**config.mk**
```make
export PLATFORM = sky130hd
export DESIGN_NAME = crma_resp
export DESIGN_NICKNAME = d
export VERILOG_FILES = /design/src/core/crma_regs.v /design/src/core/crma_resp.v
export VERILOG_INCLUDE_DIRS = /design/src /design/src/core
export SDC_FILE = /design/constraint.sdc
export NUM_CORES = 1
export LEC_CHECK = 0
export CORE_ASPECT_RATIO = 1.75
export CORE_MARGIN = 3
export CORE_UTILIZATION = 55
export DETAILED_ROUTE_END_ITERATION = 12
export DONT_BUFFER_PORTS = 1
export GPL_TIMING_DRIVEN = 0
export PLACE_DENSITY = 0.66
export SYNTH_ARGS = -nofsm -noshare
export SYNTH_HDL_FRONTEND = slang
export SYNTH_HIERARCHICAL = 1
export SYNTH_SLANG_ARGS = --single-unit
```
**constraint.sdc**
```tcl
create_clock -name ref_clk -period 7.6 [get_ports ref_clk]
set_input_delay 0.38 -clock ref_clk [delete_from_list [all_inputs] [get_ports ref_clk]]
set_output_delay 0.38 -clock ref_clk [all_outputs]
set_load 0.05 [all_outputs]
```
**src/core/crma_defs.vh**
```
// Purpose: constants for the configuration message responder
// Assumes: tokens arrive one per cycle on a byte-wide stream
// Notes:   header of definitions only
`ifndef CRMA_DEFS_VH
`define CRMA_DEFS_VH
// ----------------------------------------------------------------
// control tokens
// ----------------------------------------------------------------
`define CRMA_TOK_WRITE   8'hc0
`define CRMA_TOK_READ    8'hc1
`define CRMA_TOK_END     8'h01
`define CRMA_TOK_ACK     8'h03
`define CRMA_TOK_NAK     8'h04
// ----------------------------------------------------------------
// field sizes in bytes
// ----------------------------------------------------------------
`define CRMA_REPLY_BYTES 3'd3
`define CRMA_REG_BYTES   3'd2
`define CRMA_DATA_BYTES  3'd4
// low byte of reply id that suppresses any reply
`define CRMA_NOREPLY_LO  8'hff
// idle cycles inside a message before it is judged truncated
`define CRMA_TIMEOUT     8'hff
`endif

```
**src/core/crma_regs.v**
```verilog
// Purpose: small configuration register store, registered read data
// Assumes: one access per cycle, addressed by register number
// Notes:   numbers beyond depth fail, so the responder can say so
`timescale 1ns/1ps
module crma_regs #(
    parameter AW    = 4,                 // index bits of the store
    parameter DEPTH = 16                 // number of words
) (
    ref_clk,
    rst_n,
    wr_en,
    rd_en,
    reg_num,
    wr_data,
    rd_data,
    ok
);
    input  wire        ref_clk;          // core clock
    input  wire        rst_n;            // async reset, low
    input  wire        wr_en;            // write strobe
    input  wire        rd_en;            // read strobe
    input  wire [15:0] reg_num;          // register number
    input  wire [31:0] wr_data;          // write word
    output reg  [31:0] rd_data;          // registered read word
    output reg         ok;               // access hit a real register

    reg  [31:0] mem_r [0:DEPTH-1];       // register words
    wire        hit;                     // number inside store
    integer     i;

    assign hit = (reg_num < DEPTH);

    // ------------------------------------------------------------
    // storage, read port and status
    // ------------------------------------------------------------
    always @(posedge ref_clk or negedge rst_n) begin
        if (!rst_n) begin
            rd_data <= 32'h0;
            ok      <= 1'b0;
            for (i = 0; i < DEPTH; i = i + 1) begin
                mem_r[i] <= 32'h0;
            end
        end else begin
            // status follows every strobe
            if (wr_en || rd_en) begin
                ok <= hit;
            end
            if (wr_en && hit) begin
                mem_r[reg_num[AW-1:0]] <= wr_data;
            end
            if (rd_en) begin
                rd_data <= hit ? mem_r[reg_num[AW-1:0]] : 32'h0;
            end
        end
    end
endmodule

```
**src/core/crma_resp.v**
```verilog
// Purpose: decode config access messages, answer with ack or nak
// Assumes: in_vld/in_ctl/in_byte token stream, out_rdy back-pressure
// Notes:   one message at a time; input stalls while answering
//
// What this block does
// RULE1 - request carries 24-bit reply channel id
// RULE2 - reply id low byte all ones: silence
// RULE3 - multi-byte fields travel most significant first
// RULE4 - status id is number shl 8 or 0x0b; here no status id decode, register number used as is
// RULE5 - tile registers reached via tile pattern; here no pattern decode, one store indexed by register number
// RULE6 - node registers reached via node pattern; here no pattern decode, one store indexed by register number
// RULE7 - write: 192, id, reg, data, token 1
// RULE8 - read: 193, id, reg, token 1
// RULE9 - write answer: 3,1 success or 4,1 fail
// RULE10 - read answer: 3, data word, 1 or 4,1
// RULE11 - peripheral registers reached via peripheral pattern; here no pattern decode, one store indexed by register number
// RULE12 - peripheral read answered with 3, data, 1
// RULE13 - bad or truncated request answered as failure
`timescale 1ns/1ps
`include "crma_defs.vh"
module crma_resp #(
    parameter AW    = 4,
    parameter DEPTH = 16
) (
    ref_clk,
    rst_n,
    in_vld,
    in_ctl,
    in_byte,
    in_rdy,
    out_vld,
    out_ctl,
    out_byte,
    out_rdy,
    out_dest
);
    input  wire        ref_clk;          // core clock
    input  wire        rst_n;            // async reset, low
    input  wire        in_vld;           // request token valid
    input  wire        in_ctl;           // token is a control token
    input  wire [7:0]  in_byte;          // token value
    output wire        in_rdy;           // request token accepted
    output reg         out_vld;          // answer token valid
    output reg         out_ctl;          // answer token is control
    output reg  [7:0]  out_byte;         // answer token value
    input  wire        out_rdy;          // answer token taken
    output reg  [23:0] out_dest;         // reply channel for answer

    // ------------------------------------------------------------
    // states, one-hot
    // ------------------------------------------------------------
    localparam [6:0] S_IDLE = 7'h01;     // wait for opening token
    localparam [6:0] S_RID  = 7'h02;     // reply id bytes
    localparam [6:0] S_REG  = 7'h04;     // register number bytes
    localparam [6:0] S_DAT  = 7'h08;     // write data bytes
    localparam [6:0] S_END  = 7'h10;     // closing token
    localparam [6:0] S_ACC  = 7'h20;     // register access cycle
    localparam [6:0] S_ANS  = 7'h40;     // sending answer tokens

    reg  [6:0]  st_r;                    // state
    reg  [2:0]  cnt_r;                   // bytes left in a field
    reg         is_wr_r;                 // message is a write
    reg         bad_r;                   // message judged failed
    reg  [23:0] rid_r;                   // reply channel id
    reg  [15:0] regn_r;                  // register number
    reg  [31:0] wdat_r;                  // write data
    reg  [7:0]  idle_r;                  // stall counter in message
    reg  [2:0]  ans_r;                   // answer token index
    reg         acc_r;                   // access pending result
    wire [31:0] rdat;                    // store read word
    wire        rok;                     // store hit
    wire        take;                    // token consumed
    wire        timeout;                 // message went quiet
    wire        drop;                    // answer must be suppressed
    wire        succ;                    // access outcome

    assign in_rdy  = (st_r != S_ACC) && (st_r != S_ANS);
    assign take    = in_vld && in_rdy;
    // RULE13 truncation by timeout
    assign timeout = (st_r != S_IDLE) && in_rdy && !in_vld
                     && (idle_r == `CRMA_TIMEOUT);
    // RULE2 suppress by low byte
    assign drop    = (rid_r[7:0] == `CRMA_NOREPLY_LO);
    assign succ    = !bad_r && rok;

    crma_regs #(
        .AW    (AW),
        .DEPTH (DEPTH)
    ) u_regs (
        .ref_clk (ref_clk),
        .rst_n   (rst_n),
        .wr_en   (st_r == S_ACC && !bad_r && is_wr_r && !acc_r),
        .rd_en   (st_r == S_ACC && !bad_r && !is_wr_r && !acc_r),
        .reg_num (regn_r),
        .wr_data (wdat_r),
        .rd_data (rdat),
        .ok      (rok)
    );

    // ------------------------------------------------------------
    // request decoder
    // ------------------------------------------------------------
    always @(posedge ref_clk or negedge rst_n) begin
        if (!rst_n) begin
            st_r     <= S_IDLE;
            cnt_r    <= 3'd0;
            is_wr_r  <= 1'b0;
            bad_r    <= 1'b0;
            rid_r    <= 24'h0;
            regn_r   <= 16'h0;
            wdat_r   <= 32'h0;
            idle_r   <= 8'h0;
            ans_r    <= 3'd0;
            acc_r    <= 1'b0;
            out_vld  <= 1'b0;
            out_ctl  <= 1'b0;
            out_byte <= 8'h0;
            out_dest <= 24'h0;
        end else begin
            // quiet-cycle count, cleared by each token
            if (take || st_r == S_IDLE) begin
                idle_r <= 8'h0;
            end else if (in_rdy && idle_r != `CRMA_TIMEOUT) begin
                idle_r <= idle_r + 8'h01;
            end
            case (st_r)
                S_IDLE: begin
                    bad_r <= 1'b0;
                    // RULE7 write opener
                    if (take && in_ctl && in_byte == `CRMA_TOK_WRITE) begin
                        is_wr_r <= 1'b1;
                        st_r    <= S_RID;
                        cnt_r   <= `CRMA_REPLY_BYTES;
                    // RULE8 read opener
                    end else if (take && in_ctl
                                 && in_byte == `CRMA_TOK_READ) begin
                        is_wr_r <= 1'b0;
                        st_r    <= S_RID;
                        cnt_r   <= `CRMA_REPLY_BYTES;
                    end
                    // anything else carries no reply id: dropped
                end
                S_RID, S_REG, S_DAT: begin
                    if (timeout) begin
                        bad_r <= 1'b1;
                        st_r  <= S_ACC;
                    end else if (take && in_ctl) begin
                        // RULE13 short field: fail
                        bad_r <= 1'b1;
                        st_r  <= (in_byte == `CRMA_TOK_END) ? S_ACC : S_END;
                    end else if (take) begin
                        // RULE3 shift in msb first
                        if (st_r == S_RID) begin
                            rid_r <= {rid_r[15:0], in_byte};
                        end else if (st_r == S_REG) begin
                            regn_r <= {regn_r[7:0], in_byte};
                        end else begin
                            wdat_r <= {wdat_r[23:0], in_byte};
                        end
                        cnt_r <= cnt_r - 3'd1;
                        if (cnt_r == 3'd1) begin
                            if (st_r == S_RID) begin
                                st_r  <= S_REG;
                                cnt_r <= `CRMA_REG_BYTES;
                            end else if (st_r == S_REG && is_wr_r) begin
                                st_r  <= S_DAT;
                                cnt_r <= `CRMA_DATA_BYTES;
                            end else begin
                                st_r <= S_END;
                            end
                        end
                    end
                end
                S_END: begin
                    // RULE13 extra bytes or wrong closer fail
                    if (timeout) begin
                        bad_r <= 1'b1;
                        st_r  <= S_ACC;
                    end else if (take) begin
                        if (!(in_ctl && in_byte == `CRMA_TOK_END)) begin
                            bad_r <= 1'b1;
                        end
                        if (in_ctl && in_byte == `CRMA_TOK_END) begin
                            st_r <= S_ACC;
                        end
                    end
                end
                S_ACC: begin
                    // strobe one cycle, then read the result
                    if (!acc_r && !bad_r) begin
                        acc_r <= 1'b1;
                    end else begin
                        acc_r <= 1'b0;
                        ans_r <= 3'd0;
                        out_dest <= rid_r;
                        if (drop) begin
                            st_r <= S_IDLE;
                        end else begin
                            st_r <= S_ANS;
                            // RULE9 first answer token
                            out_vld  <= 1'b1;
                            out_ctl  <= 1'b1;
                            out_byte <= succ ? `CRMA_TOK_ACK : `CRMA_TOK_NAK;
                            bad_r    <= !succ;
                        end
                    end
                end
                S_ANS: begin
                    if (out_rdy) begin
                        ans_r <= ans_r + 3'd1;
                        // RULE12 peripheral read same answer
                        // RULE10 read data msb first after ack
                        if (!bad_r && !is_wr_r && ans_r < 3'd4) begin
                            out_ctl  <= 1'b0;
                            out_byte <= rdat[8'd31 - {ans_r, 3'b000} -: 8];
                        end else if (out_ctl
                                     && out_byte == `CRMA_TOK_END) begin
                            out_vld <= 1'b0;
                            st_r    <= S_IDLE;
                        end else begin
                            out_ctl  <= 1'b1;
                            out_byte <= `CRMA_TOK_END;
                        end
                    end
                end
                default: begin
                    st_r <= S_IDLE;
                end
            endcase
        end
    end
endmodule

```
==> run metrics <==
Max transition margin -194%; post-synthesis simple-gate area fraction 4.55%; CTS H-tree depth 2; final wirelength 84.6 mm; worst-skew pair later-pin latency 630 ps; Max Slew Vio Count 598; clock sink count 675; Mapped Area 30,500 um^2; post-route ant nets 0; footprint of the multi-input gates 12,700 um^2; final hold slack -544 ps; prevailing post-synth register cell dfrtp_1; Switch Pwr 1.48 mW; Slew @ Worst Pin 4410 ps; Setup Viol. Count Final 0; Critical R2R Launch st_r[1]; EDFF count, synth 0; Setup crit start kind flip-flop; switching share of total power 21.3%; Internal 5.47 mW; clock share of power 46.0%; Comb pwr share 1.9%; mean area per synthesized cell 14.7 um^2; commonest non-fill, non-tap cell in the layout dfrtp_1; CP endpoint kind flip-flop; status finished with violations; Post-Synth XOR/XNOR Area 0.316%; crit path max fanout 10; Post-synth ARST share 100%; Final Hold Viols 145; post-synthesis compound-gate area fraction 3.99%; unrepaired setup endpoints after global routing no; Starting Density 55.9%; WS Path Type reg -> reg; die width 184 um; CTS resizes 0; hold crit path type in -> async; Yosys warnings 6; Min Clock Period, post-route 4370 ps; r2r setup slk 3230 ps; number of remaining DRC errors 0; Lkg Pwr 16.3 nW; GP Congestion 0.912; skew final 23.1 ps; NumNets Final 2,162; Register-to-Register Path Depth 10; largest family of logic cells by synthesized area multiplexers; Peak Freq 229 MHz; Setup Total Neg Slack 0 ps; WP data required 8100 ps; wire per inst 29.3 um; power per cell area 207 nW/um^2; initial antenna violation count 0; Placement Setup Slack 3310 ps; post-synthesis cell count 2,075; max cap viols 0; DR iter-0 viols 1,317; n_diodes 0; core footprint 54,600 um^2; CTS tree built; first-pass GRT wire length 126 mm; sequential share of power 52.2%; CTS max path bufs 3; port bufs 0; final worst-path cycle share 57.5%; most frequent cells in the layout dfrtp_1 (674), mux2_1 (406), mux2_2 (245); via count 18.4k; gr ovfl total 0; VDD IR max 0.171 mV; register area 16,900 um^2; failing checks hold timing, slew limit; share of cells above drive strength 1 25.2%; clock buffer count from CTS 60; Vias/cell 6.37; adder-cell share of the synthesized area 0.164%; Area Growth Syn to Fin 9.85%; CTS Hold Bufs 8; PnR worst setup slack 3230 ps; dpl hpwl 57.8 mm; Post-CTS Setup Bufs 0; die area 58,500 um^2; mux contribution to synthesized area 32.5%; row cnt 113; r2r endpoint u_regs/mem_r[119]; DRT Pass-1 Iters 6; number of global-route vias before repair 19.5k; Syn Nets 2,092; # fillers 4,289; Die Y-Extent 318 um; clk root buf clkbuf_16; data arrival time of the critical path 4860 ps; synth unique cells 70; gr usage total 29.1%; Worst-path clk slew 70 ps; pin count of the biggest net entering global routing 676; number of synthesized register bits 675; Boundary Pins 48; sequential-to-total area share from yosys stat 55.4%
-- layer usage --
metal / up-vias / GRT usage [%] / wire, um
met5: - / 0 / 0
li1: 7770 / - / -
met3: 219 / 4.31 / 4200
met1: 9788 / 34.2 / 31100
met2: 602 / 51.2 / 44000
met4: 0 / 15.2 / 5320
-- kinds of logic (layout without fill, tap and decap cells) --
kind of cell / count (synthesis) / after routing
mux: 820 / 820
xor+xnor: 11 / 11
flops: 675 / 675
buf+inv: 181 / 299
compound gates: 158 / 158
fa+ha+maj: 4 / 4
simple gates: 226 / 226
-- per-stage QoR --
| step | hold WS [ps] | total power, mW | instance area (um^2) | cells | util (%) |
|---|---|---|---|---|---|
| 5_1_grt | -566 | 7.16 | 33500 | 2883 | 61.4 |
| 6_report | -544 | 6.95 | 33500 | 2883 | 61.4 |
| 2_1_floorplan | 84.4 | 3.78 | 30500 | 2075 | - |
| 3_5_place_dp | 100 | 3.82 | 31400 | 2765 | 57.5 |
| 4_1_cts | -566 | 7.02 | 33500 | 2883 | 61.4 |
| 3_3_place_gp | 97.5 | 3.81 | 31400 | 2765 | 57.5 |
-- cell usage after synthesis, types with 2 or more instances --
cell type  count  area [um^2]
clkbuf_1      50          188
a31oi_1        2         12.5
o31a_1         2         17.5
a32o_1         2         20.0
ha_1           4         50.1
buf_2         60          300
nor3_2         5         50.1
mux2i_1       95          951
nor3b_1        3         22.5
nand4_1        7         43.8
o21ai_0       15         75.1
buf_6          8         90.1
nor4_4         9          191
nand4b_1       4         35.0
mux2_1       406         4570
o211ai_1      15          113
nor2_1        84          315
a21oi_1        7         35.0
o22ai_1       21          131
dfrtp_1      674        16900
buf_1          3         11.3
and4_1         2         17.5
and3b_1        2         17.5
nand2b_1      22          138
o2bb2ai_1      2         17.5
xnor2_1        4         35.0
and2_1         3         18.8
nand2_1       29          109
inv_1         25         93.8
nand3_1       16         80.1
nor4_1         3         18.8
xor2_1         7         61.3
o41ai_1       18          158
mux2_4         2         30.0
nor2b_1        4         25.0
a221o_1       18          180
a22oi_1       28          210
nor3_4         7          114
and3_1         7         43.8
o32ai_1       14          123
mux4_2        72         1620
buf_4         34          255
mux2_2       245         2760
nor3_1         9         45.0
-- layout make-up --
| type | instances | share of cell area, % |
|---|---|---|
| timing repair buffer | 8 | 0.239 |
| multi-input combinational | 1219 | 37.8 |
| clock buffer | 83 | 5.12 |
| tap | 690 | 2.58 |
| sequential | 675 | 50.4 |
| buffer | 155 | 2.52 |
| inverter | 26 | 0.291 |
| clock inverter | 27 | 1.03 |
-- flip-flops by register name (all words and copies together), names as in the netlist --
register / count
acc_r: 1
ans_r: 3
bad_r: 1
cnt_r: 3
idle_r: 8
is_wr_r: 1
out_byte: 8
out_ctl: 1
out_dest: 24
out_vld: 1
regn_r: 16
rid_r: 24
st_r: 7
u_regs/mem_r: 512
u_regs/ok: 1
u_regs/rd_data: 32
wdat_r: 32
-- power groups by stage --
stage / clock network [mW] / registers [mW] / logic [mW]
6_report: 3.20 / 3.63 / 0.132
5_1_grt: 3.39 / 3.62 / 0.143
4_1_cts: 3.27 / 3.62 / 0.131
3_5_place_dp: 0 / 3.69 / 0.124
3_3_place_gp: 0 / 3.69 / 0.122
2_1_floorplan: 0 / 3.68 / 0.0921
-- how the worst max path moves through the flow --
stage	startpoint	slack [ps]	end	depth (start not counted)
5_1_grt	st_r[1]	3140	u_regs/mem_r[108]	10
2_1_floorplan	st_r[1]	4600	u_regs/mem_r[101]	10
4_1_cts	st_r[1]	3290	u_regs/mem_r[112]	10
3_3_place_gp	st_r[1]	3400	u_regs/mem_r[113]	10
6_report	st_r[1]	3230	u_regs/mem_r[119]	10
3_5_place_dp	st_r[1]	3310	u_regs/mem_r[112]	10
-- critical path, stage by stage, from the launching register on --
cell and delay (ps):
dfrtp_1 360, buf_2 170, nor3_4 430, nand2_1 140, nor3b_2 280, nand2_1 160, nor2_1 570, nand3_1 470
nor4_2 760, buf_2 510, mux2_2 380
Note: power is estimated with default switching activity, not from simulation.
